==> src/logic/power_mode_defs.vh <==
// Register offsets, field positions, reset values and mode codes of the mode sequencer.
// Assumes a 32-bit APB register bus with one aligned word per register.
`ifndef POWER_MODE_DEFS_VH
`define POWER_MODE_DEFS_VH

// Register byte offsets
`define PLL_CONTROL_ADDR 12'h000
`define REGULATOR_ADDR 12'h004
`define MODE_CMD_ADDR 12'h008
`define STATUS_ADDR 12'h00c

// PLL control fields
`define PLL_DISABLE_BIT 0
`define PLL_BYPASS_BIT 1
`define PLL_MULT_LSB 9
`define PLL_MULT_MSB 14
`define PLL_MULT_RESET 6'h0a
`define PLL_CONTROL_RESET 32'h00001400

// Regulator control fields
`define VR_RATE_LSB 0
`define VR_RATE_MSB 1
`define VR_RATE_HIBERNATE 2'h0
`define VR_LEVEL_LSB 4
`define VR_LEVEL_MSB 7
`define VR_WAKE_ETH_BIT 8
`define VR_WAKE_CAN_BIT 9
`define VR_WAKE_PIN6_BIT 10
`define VR_WAKE_RTC_BIT 11
`define VR_CKE_HOLD_BIT 12
`define REGULATOR_RESET 32'h000000b3
`define VR_STEP_MV 50

// Mode command codes, written to the mode command register
`define CMD_SLEEP 2'h1
`define CMD_DEEP_SLEEP 2'h2

// Operating mode codes
`define MODE_FULL_ON 3'h0
`define MODE_ACTIVE 3'h1
`define MODE_SLEEP 3'h2
`define MODE_DEEP_SLEEP 3'h3
`define MODE_HIBERNATE 3'h4

`endif

==> src/logic/power_mode_sequencer.v <==
// Operating-mode sequencer: full-on, active, sleep, deep sleep and hibernate.
// Assumes software on APB, wake inputs from pins synchronised here, and that
// the reset pin and a hibernate wake both arrive as level inputs.
// Wake levels shorter than one clock may be missed by the synchronisers.
//
// What this block does
// - Active: PLL bypassed, on unless disable bit set, clocks at input
// - Multiplier change in active waits for full-on
// - Active mode allows DMA to level-one memory
// - Sleep stops core clock, PLL and system run
// - Sleep wake goes by bypass bit
// - Sleep blocks system DMA to level-one memory
// - Deep sleep stops both clocks, PLL off
// - Deep sleep blocks asynchronous peripheral access
// - Deep sleep exit only reset or RTC
// - Reset in deep sleep goes to full-on
// - Frequency field zero enters hibernate, supply off
// - Hibernate puts pins in high impedance
// - Hibernate wake by Ethernet, CAN, pin, RTC, reset
// - Each hibernate wake source but reset pin has enable bit
// - Every hibernate wake runs full reset sequence
// - Only regulator control survives hibernate
// - Hold bit keeps SDRAM clock enable low after hibernate until cleared
// - Regulator level steps of 50 mV
// - Power-up in full-on, PLL on, not bypassed
`timescale 1ns/1ps
`include "power_mode_defs.vh"

module power_mode_sequencer
(
   input wire pclk,                // APB clock, 20 MHz
   input wire presetn,             // Power-on reset, active low
   input wire [11:0] paddr,        // APB address
   input wire psel,                // APB select
   input wire penable,             // APB enable
   input wire pwrite,              // APB direction
   input wire [31:0] pwdata,       // APB write data
   output reg [31:0] prdata,       // APB read data
   output reg pready,              // APB ready
   output reg pslverr,             // APB error
   input wire reset_pin_n,         // Reset pin, active low, async
   input wire rtc_wake,            // RTC wake / interrupt, async
   input wire eth_wake,            // Ethernet wake, async
   input wire can_wake,            // CAN wake, async
   input wire port_h_pin_six,      // PHY interrupt input, wake when low
   input wire sdram_cke_req,       // SDRAM clock enable from controller
   output reg core_clock_en,       // Core clock gate
   output reg system_clock_en,     // System clock gate
   output reg pll_enable,          // PLL powered
   output reg pll_bypass,          // PLL bypassed
   output reg [5:0] pll_mult,      // Multiplier in effect
   output reg supply_on,           // Internal supply on
   output reg [3:0] supply_level,  // Regulator level, 50 mV steps
   output reg l1_dma_allow,        // DMA into level-one memory allowed
   output reg async_access_allow,  // Async peripherals may reach internals
   output reg pins_drive_en,       // Low in hibernate: pins float
   output reg hw_reset_n,          // Full hardware reset sequence, low active
   output reg sdram_clock_enable_pin // SDRAM clock enable
);

   reg [31:0] pll_control_register;
   reg [31:0] regulator_control_register;
   reg [2:0] mode;
   reg [2:0] next_mode;
   reg [5:0] mult_applied;
   reg cke_hold;
   reg [4:0] sync1;
   reg [4:0] sync2;
   reg rst_seen;
   reg [1:0] cmd;
   reg cmd_valid;
   reg hib_write;

   wire wr = psel & penable & pwrite;
   wire rd = psel & penable & ~pwrite;
   wire s_reset = ~sync2[0];
   wire s_rtc = sync2[1];
   wire s_eth = sync2[2];
   wire s_can = sync2[3];
   wire s_pin_six_low = ~sync2[4];
   wire bypass = pll_control_register[`PLL_BYPASS_BIT];
   wire pll_off = pll_control_register[`PLL_DISABLE_BIT];
   // Sleep leaves on every synchronised wake input
   wire any_wake = s_reset | s_rtc | s_eth | s_can | s_pin_six_low;

   // Unmapped offsets answer with an error and read as zero
   function mapped;
      input [11:0] a;
      begin
         mapped = (a == `PLL_CONTROL_ADDR) || (a == `REGULATOR_ADDR) ||
                  (a == `MODE_CMD_ADDR) || (a == `STATUS_ADDR);
      end
   endfunction

   // Access-phase write aimed at one register
   function write_hit;
      input strobe;
      input [11:0] a;
      input [11:0] target;
      begin
         write_hit = strobe && (a == target);
      end
   endfunction

   // Pins cross into pclk through two flops each
   // Reset values match the idle pin levels, so no false wake follows reset
   always @(posedge pclk or negedge presetn)
   begin
      if (!presetn)
      begin
         sync1 <= 5'h11;
         sync2 <= 5'h11;
      end
      else
      begin
         sync1 <= {port_h_pin_six, can_wake, eth_wake, rtc_wake, reset_pin_n};
         sync2 <= sync1;
      end
   end

   // Hibernate wake: any enabled source, or the reset pin
   // wake source set
   wire hib_wake = s_reset |
      (s_eth & regulator_control_register[`VR_WAKE_ETH_BIT]) |
      (s_can & regulator_control_register[`VR_WAKE_CAN_BIT]) |
      (s_pin_six_low & regulator_control_register[`VR_WAKE_PIN6_BIT]) |
      (s_rtc & regulator_control_register[`VR_WAKE_RTC_BIT]);

   always @*
   begin
      next_mode = mode;
      case (mode)
         `MODE_FULL_ON, `MODE_ACTIVE:
         begin
            if (hib_write)
               next_mode = `MODE_HIBERNATE;
            else if (cmd_valid && cmd == `CMD_SLEEP)
               next_mode = `MODE_SLEEP;
            else if (cmd_valid && cmd == `CMD_DEEP_SLEEP)
               next_mode = `MODE_DEEP_SLEEP;
            else if (mode == `MODE_FULL_ON && bypass)
               next_mode = `MODE_ACTIVE;
            else if (mode == `MODE_ACTIVE && !bypass && !pll_off)
               next_mode = `MODE_FULL_ON;
         end
         `MODE_SLEEP:
         begin
            if (any_wake)
               next_mode = bypass ? `MODE_ACTIVE : `MODE_FULL_ON;
         end
         `MODE_DEEP_SLEEP:
         begin
            if (s_reset)
               next_mode = `MODE_FULL_ON;
            else if (s_rtc)
               next_mode = `MODE_ACTIVE;
         end
         `MODE_HIBERNATE:
         begin
            if (hib_wake)
               next_mode = `MODE_FULL_ON;
         end
         default:
            next_mode = `MODE_FULL_ON;
      endcase
   end

   // Mode register and pending-command latch
   always @(posedge pclk or negedge presetn)
   begin
      if (!presetn)
      begin
         mode <= `MODE_FULL_ON;
         hib_write <= 1'b0;
         mult_applied <= `PLL_MULT_RESET;
         rst_seen <= 1'b0;
      end
      else
      begin
         mode <= next_mode;
         hib_write <= write_hit(wr, paddr, `REGULATOR_ADDR) &&
                      pwdata[`VR_RATE_MSB:`VR_RATE_LSB] == `VR_RATE_HIBERNATE;
         // multiplier applies in full-on only
         // Held multiplier is loaded on every edge where next mode is full-on
         if (next_mode == `MODE_FULL_ON)
            mult_applied <= pll_control_register[`PLL_MULT_MSB:`PLL_MULT_LSB];
         // One-cycle pulse: set on the same edge that mode leaves hibernate
         rst_seen <= mode == `MODE_HIBERNATE && hib_wake;
      end
   end

   // Mode command is latched for one cycle, then acted on by the mode decode
   always @(posedge pclk or negedge presetn)
   begin
      if (!presetn)
      begin
         cmd <= 2'h0;
         cmd_valid <= 1'b0;
      end
      else
      begin
         cmd_valid <= write_hit(wr, paddr, `MODE_CMD_ADDR);
         cmd <= pwdata[1:0];
      end
   end

   // Registers; a hibernate wake clears all but the regulator control
   always @(posedge pclk or negedge presetn)
   begin
      if (!presetn)
      begin
         pll_control_register <= `PLL_CONTROL_RESET;
         regulator_control_register <= `REGULATOR_RESET;
         cke_hold <= 1'b0;
      end
      else
      begin
         if (rst_seen)
            pll_control_register <= `PLL_CONTROL_RESET;
         // an RTC wake lands in active, so bypass must read set
         else if (mode == `MODE_DEEP_SLEEP && next_mode == `MODE_ACTIVE)
            pll_control_register[`PLL_BYPASS_BIT] <= 1'b1;
         // Writes while hibernating are dropped: the core is unpowered
         else if (write_hit(wr, paddr, `PLL_CONTROL_ADDR) && mode != `MODE_HIBERNATE)
            pll_control_register <= pwdata;
         if (write_hit(wr, paddr, `REGULATOR_ADDR) && mode != `MODE_HIBERNATE)
            regulator_control_register <= pwdata;
         // hold low through wake until software clears the bit
         if (mode == `MODE_HIBERNATE)
            cke_hold <= regulator_control_register[`VR_CKE_HOLD_BIT];
         else if (!regulator_control_register[`VR_CKE_HOLD_BIT])
            cke_hold <= 1'b0;
      end
   end

   // APB answer: zero wait, unmapped address flags an error
   always @(posedge pclk or negedge presetn)
   begin
      if (!presetn)
      begin
         prdata <= 32'h00000000;
         pready <= 1'b0;
         pslverr <= 1'b0;
      end
      else
      begin
         pready <= psel & ~penable;
         pslverr <= psel & ~penable & ~mapped(paddr);
         prdata <= 32'h00000000;
         // Read data is latched in setup so it stands through the access cycle
         if (psel && !penable && !pwrite)
         begin
            case (paddr)
               `PLL_CONTROL_ADDR: prdata <= pll_control_register;
               `REGULATOR_ADDR: prdata <= regulator_control_register;
               `STATUS_ADDR: prdata <= {22'h000000, mult_applied, cke_hold, mode};
               default: prdata <= 32'h00000000;
            endcase
         end
      end
   end

   // Clock, PLL, supply and pin controls, all registered
   always @(posedge pclk or negedge presetn)
   begin
      if (!presetn)
      begin
         core_clock_en <= 1'b1;
         system_clock_en <= 1'b1;
         pll_enable <= 1'b1;
         pll_bypass <= 1'b0;
         pll_mult <= `PLL_MULT_RESET;
         supply_on <= 1'b1;
         supply_level <= 4'hb;
         l1_dma_allow <= 1'b1;
         async_access_allow <= 1'b1;
         pins_drive_en <= 1'b1;
         hw_reset_n <= 1'b1;
         sdram_clock_enable_pin <= 1'b0;
      end
      else
      begin
         // level field, one step per 50 mV
         supply_level <= regulator_control_register[`VR_LEVEL_MSB:`VR_LEVEL_LSB];
         pll_mult <= mult_applied;
         hw_reset_n <= ~rst_seen;
         // Outputs follow next_mode so they change on the same edge as mode
         case (next_mode)
            `MODE_ACTIVE:
            begin
               core_clock_en <= 1'b1;
               system_clock_en <= 1'b1;
               pll_enable <= ~pll_off;
               pll_bypass <= 1'b1;
               supply_on <= 1'b1;
               l1_dma_allow <= 1'b1;
               async_access_allow <= 1'b1;
               pins_drive_en <= 1'b1;
            end
            `MODE_SLEEP:
            begin
               core_clock_en <= 1'b0;
               system_clock_en <= 1'b1;
               pll_enable <= 1'b1;
               pll_bypass <= bypass;
               supply_on <= 1'b1;
               l1_dma_allow <= 1'b0;
               async_access_allow <= 1'b1;
               pins_drive_en <= 1'b1;
            end
            `MODE_DEEP_SLEEP:
            begin
               core_clock_en <= 1'b0;
               system_clock_en <= 1'b0;
               pll_enable <= 1'b0;
               pll_bypass <= bypass;
               supply_on <= 1'b1;
               l1_dma_allow <= 1'b0;
               async_access_allow <= 1'b0;
               pins_drive_en <= 1'b1;
            end
            `MODE_HIBERNATE:
            begin
               core_clock_en <= 1'b0;
               system_clock_en <= 1'b0;
               pll_enable <= 1'b0;
               pll_bypass <= bypass;
               supply_on <= 1'b0;
               l1_dma_allow <= 1'b0;
               async_access_allow <= 1'b0;
               pins_drive_en <= 1'b0;
            end
            default:
            begin
               core_clock_en <= 1'b1;
               system_clock_en <= 1'b1;
               pll_enable <= 1'b1;
               pll_bypass <= 1'b0;
               supply_on <= 1'b1;
               l1_dma_allow <= 1'b1;
               async_access_allow <= 1'b1;
               pins_drive_en <= 1'b1;
            end
         endcase
         // held low; external pulldown covers the unpowered span
         sdram_clock_enable_pin <= sdram_cke_req & ~cke_hold &
                                   (next_mode != `MODE_HIBERNATE);
      end
   end

endmodule // power_mode_sequencer

==> config.mk <==
export PLATFORM = sky130hd
export DESIGN_NAME = power_mode_sequencer
export DESIGN_NICKNAME = d
export VERILOG_FILES = /design/src/logic/power_mode_sequencer.v
export VERILOG_INCLUDE_DIRS = /design/src /design/src/logic
export SDC_FILE = /design/constraint.sdc
export NUM_CORES = 1
export LEC_CHECK = 0
export BUFFER_PORTS_ARGS = -buffer_cell sky130_fd_sc_hd__buf_2
export CAP_MARGIN = 25
export CORE_MARGIN = 3
export CORE_UTILIZATION = 43
export DETAILED_ROUTE_END_ITERATION = 10
export PLACE_DENSITY = 0.73
export SLEW_MARGIN = 5
export SYNTH_ARGS = -nofsm -noshare
export SYNTH_HDL_FRONTEND = slang
export SYNTH_SLANG_ARGS = --single-unit
export TNS_END_PERCENT = 1
==> constraint.sdc <==
create_clock -name pclk -period 2.3 [get_ports pclk]
set_clock_uncertainty 0.1 [all_clocks]
set_input_delay 0.575 -clock pclk [delete_from_list [all_inputs] [get_ports pclk]]
set_output_delay 0.575 -clock pclk [all_outputs]
set_load 0.02 [all_outputs]
Word-level counts from Yosys, hierarchy flattened:

Cells that the tools add are included.

* output and inout bits: 54
* logic and storage cells: 123
* input port bits: 55
* bits in registers: 140

* muxes and demuxes: 25
* eq/ne operators: 17
* reduce and logical (&&, ||, !) cells: 32
* bitwise logic cells: 25

Operators with widths (count)
* 32-bit two-way mux: 3
* 32-bit one-hot mux with 3 select lines: 1
* 30-bit two-way mux: 1
* 3-bit two-way mux: 9
* 12-bit by 4-bit equality test with 1-bit output, second input constant: 2
* 1-bit logical AND: 15
* 12-bit by 3-bit equality test with 1-bit output, second input constant: 1
* 3-bit by 2-bit equality test with 1-bit output, second input constant: 4
* 12-bit logical NOT: 1
* 3-bit one-hot mux with 4 select lines: 1
* 1-bit bitwise AND: 10
* 1-bit two-way mux: 8
* 1-bit OR: 8
* 1-bit inverter: 7
* 3-bit by 1-bit equality test with 1-bit output, second input constant: 2
* 3-bit equality test, second input constant: 2
* 3-bit logical NOT: 2
* 3-bit inequality test, second input constant: 2
* 1-bit logical NOT: 4
* 1-bit one-hot mux with 2 select lines: 2
* 2-bit OR reduction: 2
* 1-bit logical OR: 3
* 3-bit nonzero test: 1
* 3-bit OR reduction: 1
* other kinds (7): 7

Longest topological paths before layout:

* word-level depth: 13
* gate-level depth with buffers: 9
* mapped depth without buffers: 5

Least setup slack after synthesis:

No wires, ideal clock.

* path kind: input port to flip-flop
* start point: input paddr[9]
* end point: register regulator_control_register[10]
* required time: 2075 ps
* library setup time: 125 ps
* path buffers: 1
* cell stages on the path: 6
* data arrival time: 1903 ps
* path slack: 172 ps
* cells stage by stage: nor4_4 nand3_2 nor3b_4 nand2_2 buf_6 mux2_4

* word-level cells in the longest chain between the ends: 3

Ends and longest elaborated chain
* from (decl): line power_mode_sequencer.v:33 `input wire [11:0] paddr,`
* 12-bit by 3-bit equality test with 1-bit output: line power_mode_sequencer.v:101 `write_hit = strobe && (a == target);`
* 1-bit logical AND: line power_mode_sequencer.v:101
* 1-bit logical AND (no source line)
* to (signal assigned): line power_mode_sequencer.v:213 `` regulator_control_register <= `REGULATOR_RESET; ``
* to (signal assigned): line power_mode_sequencer.v:227 `regulator_control_register <= pwdata;`
* to (decl): line power_mode_sequencer.v:62 `reg [31:0] regulator_control_register;`

Every way passes these cells.
A chain may end at the register's enable or synchronous reset.

Worst setup path in the final report:

* start point: register sync2[4]
* end point: register mult_applied[0]

* word-level cells in the longest chain between the ends: 7
* elaborated cells on any way between the ends: 9
* those cells by class: 3 x mux; 5 x bitwise; 1 x reduce/logical

Ends and longest elaborated chain
* from (decl): line power_mode_sequencer.v:68 `reg [4:0] sync2;`
* from (signal assigned): line power_mode_sequencer.v:117 `sync2 <= sync1;`
* 1-bit inverter *: line power_mode_sequencer.v:80 `wire s_pin_six_low = ~sync2[4];`
* 1-bit bitwise AND: line power_mode_sequencer.v:126 `` (s_pin_six_low & regulator_control_register[`VR_WAKE_PIN6_BIT]) | ``
* 1-bit OR (2 in series): line power_mode_sequencer.v:123 `wire hib_wake = s_reset |`
* 3-bit two-way mux: line power_mode_sequencer.v:160 `if (hib_wake)`
* 3-bit one-hot mux with 4 select lines *: line power_mode_sequencer.v:132 `case (mode)`
* via next_mode[0]: line power_mode_sequencer.v:64 `reg [2:0] next_mode;`
* 3-bit logical NOT (no source line) *
* to (signal assigned): line power_mode_sequencer.v:175 `` mult_applied <= `PLL_MULT_RESET; ``
* to (signal assigned): line power_mode_sequencer.v:186 `` mult_applied <= pll_control_register[`PLL_MULT_MSB:`PLL_MULT_LSB]; ``
* to (decl): line power_mode_sequencer.v:65 `reg [5:0] mult_applied;`

The timed path passes the listed nets; every way through them passes the cells marked *.

==> flow_metrics.env <==
export IMPL_grt_pass1_wl_um=21500
export IMPL_io_pins=109
export IMPL_worstMarginPinSlew_ns=0.565
export IMPL_r2r_slack_ns=0.13
export IMPL_synth_async_reset_ratio=1.00
export IMPL_syn_inst=444
export IMPL_clock_fmax_ghz=0.462
export IMPL_end_kind="flip-flop"
export IMPL_gr_total_overflow=0
export IMPL_fp_dieArea_um2=14300
export IMPL_p_clk_frac=0.497
export IMPL_dp_hpwl_um=8490
export IMPL_worstPathArrival_ns=2.36
export IMPL_die_x_um=119
export IMPL_finalInstanceArea_um2=6990
export IMPL_first_global_vias=4144
export IMPL_yosys_warning_count=0
export IMPL_core_area_um2=12300
export IMPL_peakVddDrop_mv=0.361
export IMPL_drt_iter0_markers=220
export IMPL_crit_required_ns=2.49
export IMPL_cts_buffer_depth=2
export IMPL_seq_area_frac_synth=0.638
export IMPL_clockRootBuffer="clkbuf_16"
export IMPL_hold_violations=0
export IMPL_floorplan_die_height_um=119
export IMPL_start_util=0.450
export IMPL_drtAntennaViolNets=0
export IMPL_power_density_nw_per_um2=761
export IMPL_drt_total_wl_um=12900
export IMPL_worst_skew_pair_late_latency_ns=0.42
export IMPL_cell_internal_pwr_w=0.00418
export IMPL_leakage_nw=3.42
export IMPL_synth_edf_count=0
export IMPL_cts_buffers=17
export IMPL_min_period_ns=2.17
export IMPL_detailedRoute_firstPassIterationCount=4
export IMPL_drv_slew=0
export IMPL_route_detailed_vias_per_inst=5.05
export IMPL_crit_path_start_kind="flip-flop"
export IMPL_number_of_antenna_violations_at_the_first_check_in_global_routing=0
export IMPL_drive_above_1_share=0.386
export IMPL_setup_violations_final=0
export IMPL_number_of_nets_in_the_synthesized_netlist=499
export IMPL_rsz0062_at_grt="no"
export IMPL_power_w=0.00533
export IMPL_pwr_share_seq=0.469
export IMPL_comb_power_share=0.033
export IMPL_design_final_nets=619
export IMPL_detailed_place_area_um2=6390
export IMPL_vias=3761
export IMPL_worst_min_delay_path_category="in -> async"
export IMPL_critPathKind="reg -> reg"
export IMPL_tritoncts="yes"
export IMPL_total_switching_power_w=0.00114
export IMPL_syn_mean_instance_area_um2=12.5
export IMPL_area_growth_synth_to_final_pct=26.3
export IMPL_grt_use_met3=0.0579
export IMPL_drc=0
export IMPL_globalRoute_busiestLayer="met2"
export IMPL_clock_sinks=140
export IMPL_antenna_diode_count=0
export IMPL_grt_start_max_net_pins=51
export IMPL_wl_per_cell_um=17.3
export IMPL_postSynthRegisterBits=140
export IMPL_power_switching_share=0.215
export IMPL_routability_driven_placement_congestion_ratio=0.828
export IMPL_drv_cap=0
export IMPL_cts_hold_fix_buffers=0
export IMPL_crit_fanout=7
export IMPL_global_route_usage_met2=0.313
export IMPL_fin_crit_sh=0.942
export IMPL_rows=40
export IMPL_ys_flop_type="dfrtp_1"
export IMPL_track_usage=0.194
export IMPL_cts_clk_slew_worst_paths_ns=0.06
export IMPL_slew_limit_headroom=0.624
export IMPL_ys_types=42
export IMPL_path_depth_of_the_worst_reg2reg_path=6
export IMPL_grt_met1_usage=0.252
export IMPL_place_port_buffers=108
export IMPL_htree_num_levels=4
export IMPL_status="complete, no violations"
export IMPL_syn_cell_area_um2=5540
[metal layers]
metal / share of wire / wire length [um]
met1: 0.44 / 5710
met2: 0.49 / 6300
met3: 0.048 / 621
met4: 0.019 / 240
met5: 0 / 0
[kinds of logic (layout without fill, tap and decap cells)]
group	Yosys count	in the layout	synth area share
AO/OA/AOI/OAI	74	74	0.0830
XOR/XNOR	1	1	0.00158
buffers and inverters	35	168	0.0357
flip-flops	140	140	0.638
multiplexers	50	50	0.120
AND/OR/NAND/NOR	144	144	0.122
[area by class of cell]
| type | count | area (um2) |
|---|---|---|
| clock buffer | 19 | 443 |
| clock inverter | 13 | 144 |
| fill | 1042 | 5320 |
| inverter | 5 | 18.8 |
| multi-input combinational | 269 | 1830 |
| sequential | 140 | 3530 |
| tap | 168 | 210 |
| timing repair buffer | 131 | 820 |
[per-stage QoR]
| stage | hold WS, ns | cells | setup WS [ns] | utilization | TNS [ns] |
|---|---|---|---|---|---|
| 2_1_floorplan | 0.179 | 444 | 0.172 | - | 0 |
| 3_3_place_gp | 0.235 | 713 | 0.0213 | 0.519 | 0 |
| 3_5_place_dp | 0.239 | 713 | -0.0226 | 0.519 | -0.0960 |
| 4_1_cts | 0.0211 | 745 | 0.0356 | 0.567 | 0 |
| 5_1_grt | 0.0226 | 745 | 0.0261 | 0.568 | 0 |
| 6_report | 0.00530 | 745 | 0.134 | 0.568 | 0 |
[registers in the layout, indices dropped and copies added (netlist names), 2 cells and up]
signal and count:
cmd 2, mode 3, mult_applied 6, pll_control_register 32, pll_mult 6, prdata 32
regulator_control_register 32, supply_level 4, sync1 5, sync2 5
[worst max-delay path, cell delays in order, from the launching register on]
cell and delay, ns:
dfstp_2 0.52, nor3b_2 0.23, nor4bb_4 0.33, o22ai_1 0.16, nor3_4 0.23, buf_12 0.15, mux2_1 0.32
[cell usage in the layout, fill, tap and decap left out, types with 2 or more instances in the layout]
cell type,netlist,layout
nor3b_1,3,2
dfrtp_1,117,117
nor4b_1,2,2
buf_12,0,8
nand2_1,68,68
buf_4,3,15
dfstp_2,23,23
inv_1,5,5
a21oi_1,41,41
clkinv_4,0,2
a22oi_1,22,22
buf_2,8,107
mux2_4,30,30
clkinvlp_4,0,7
o21a_1,2,2
bufinv_16,0,2
nand3_1,5,5
clkbuf_16,0,17
nor2_1,48,48
mux2i_1,11,11
mux2_1,9,9
nor4_4,2,2
nor2b_1,4,4
[cells in the mapped netlist (6+ instances only)]
| cell | count | share of area |
|---|---|---|
| dfrtp_1 | 117 | 0.53 |
| dfstp_2 | 23 | 0.11 |
| mux2_4 | 30 | 0.081 |
| a21oi_1 | 41 | 0.037 |
| nand2_1 | 68 | 0.046 |
| nor2_1 | 48 | 0.033 |
| mux2_1 | 9 | 0.018 |
| buf_2 | 8 | 0.0072 |
| mux2i_1 | 11 | 0.020 |
| clkbuf_1 | 13 | 0.0088 |
| a22oi_1 | 22 | 0.030 |
| buf_6 | 6 | 0.012 |
[power groups by stage]
stage          registers [W]  logic [W]  clock network, W
6_report             0.00250   0.000178           0.00265
5_1_grt              0.00250   0.000199           0.00283
4_1_cts              0.00250   0.000181           0.00270
3_5_place_dp         0.00254   0.000179                 0
3_3_place_gp         0.00254   0.000175                 0
2_1_floorplan        0.00254  0.0000343                 0
[path summary, 6_finish.rpt]
path | start | endpoint
min in group pclk | reset_pin_n | sync1[0]
worst max-delay path | sync2[4] | mult_applied[0]
max in group asynchronous | presetn | supply_level[3]
worst min register to register | sync1[1] | sync2[1]
worst min-delay path | presetn | prdata[27]
worst max register to register | sync2[4] | mult_applied[0]
[repair_timing]
| action | 4_1_cts | 5_1_grt |
|---|---|---|
| setup buffers | 0 | 0 |
| gates resized for setup | 1 | 2 |
| endpoints found under the hold margin | 0 | 0 |
| endpoints found under the setup margin | 1 | 7 |
No activity file was read; power rests on OpenSTA's default activity.
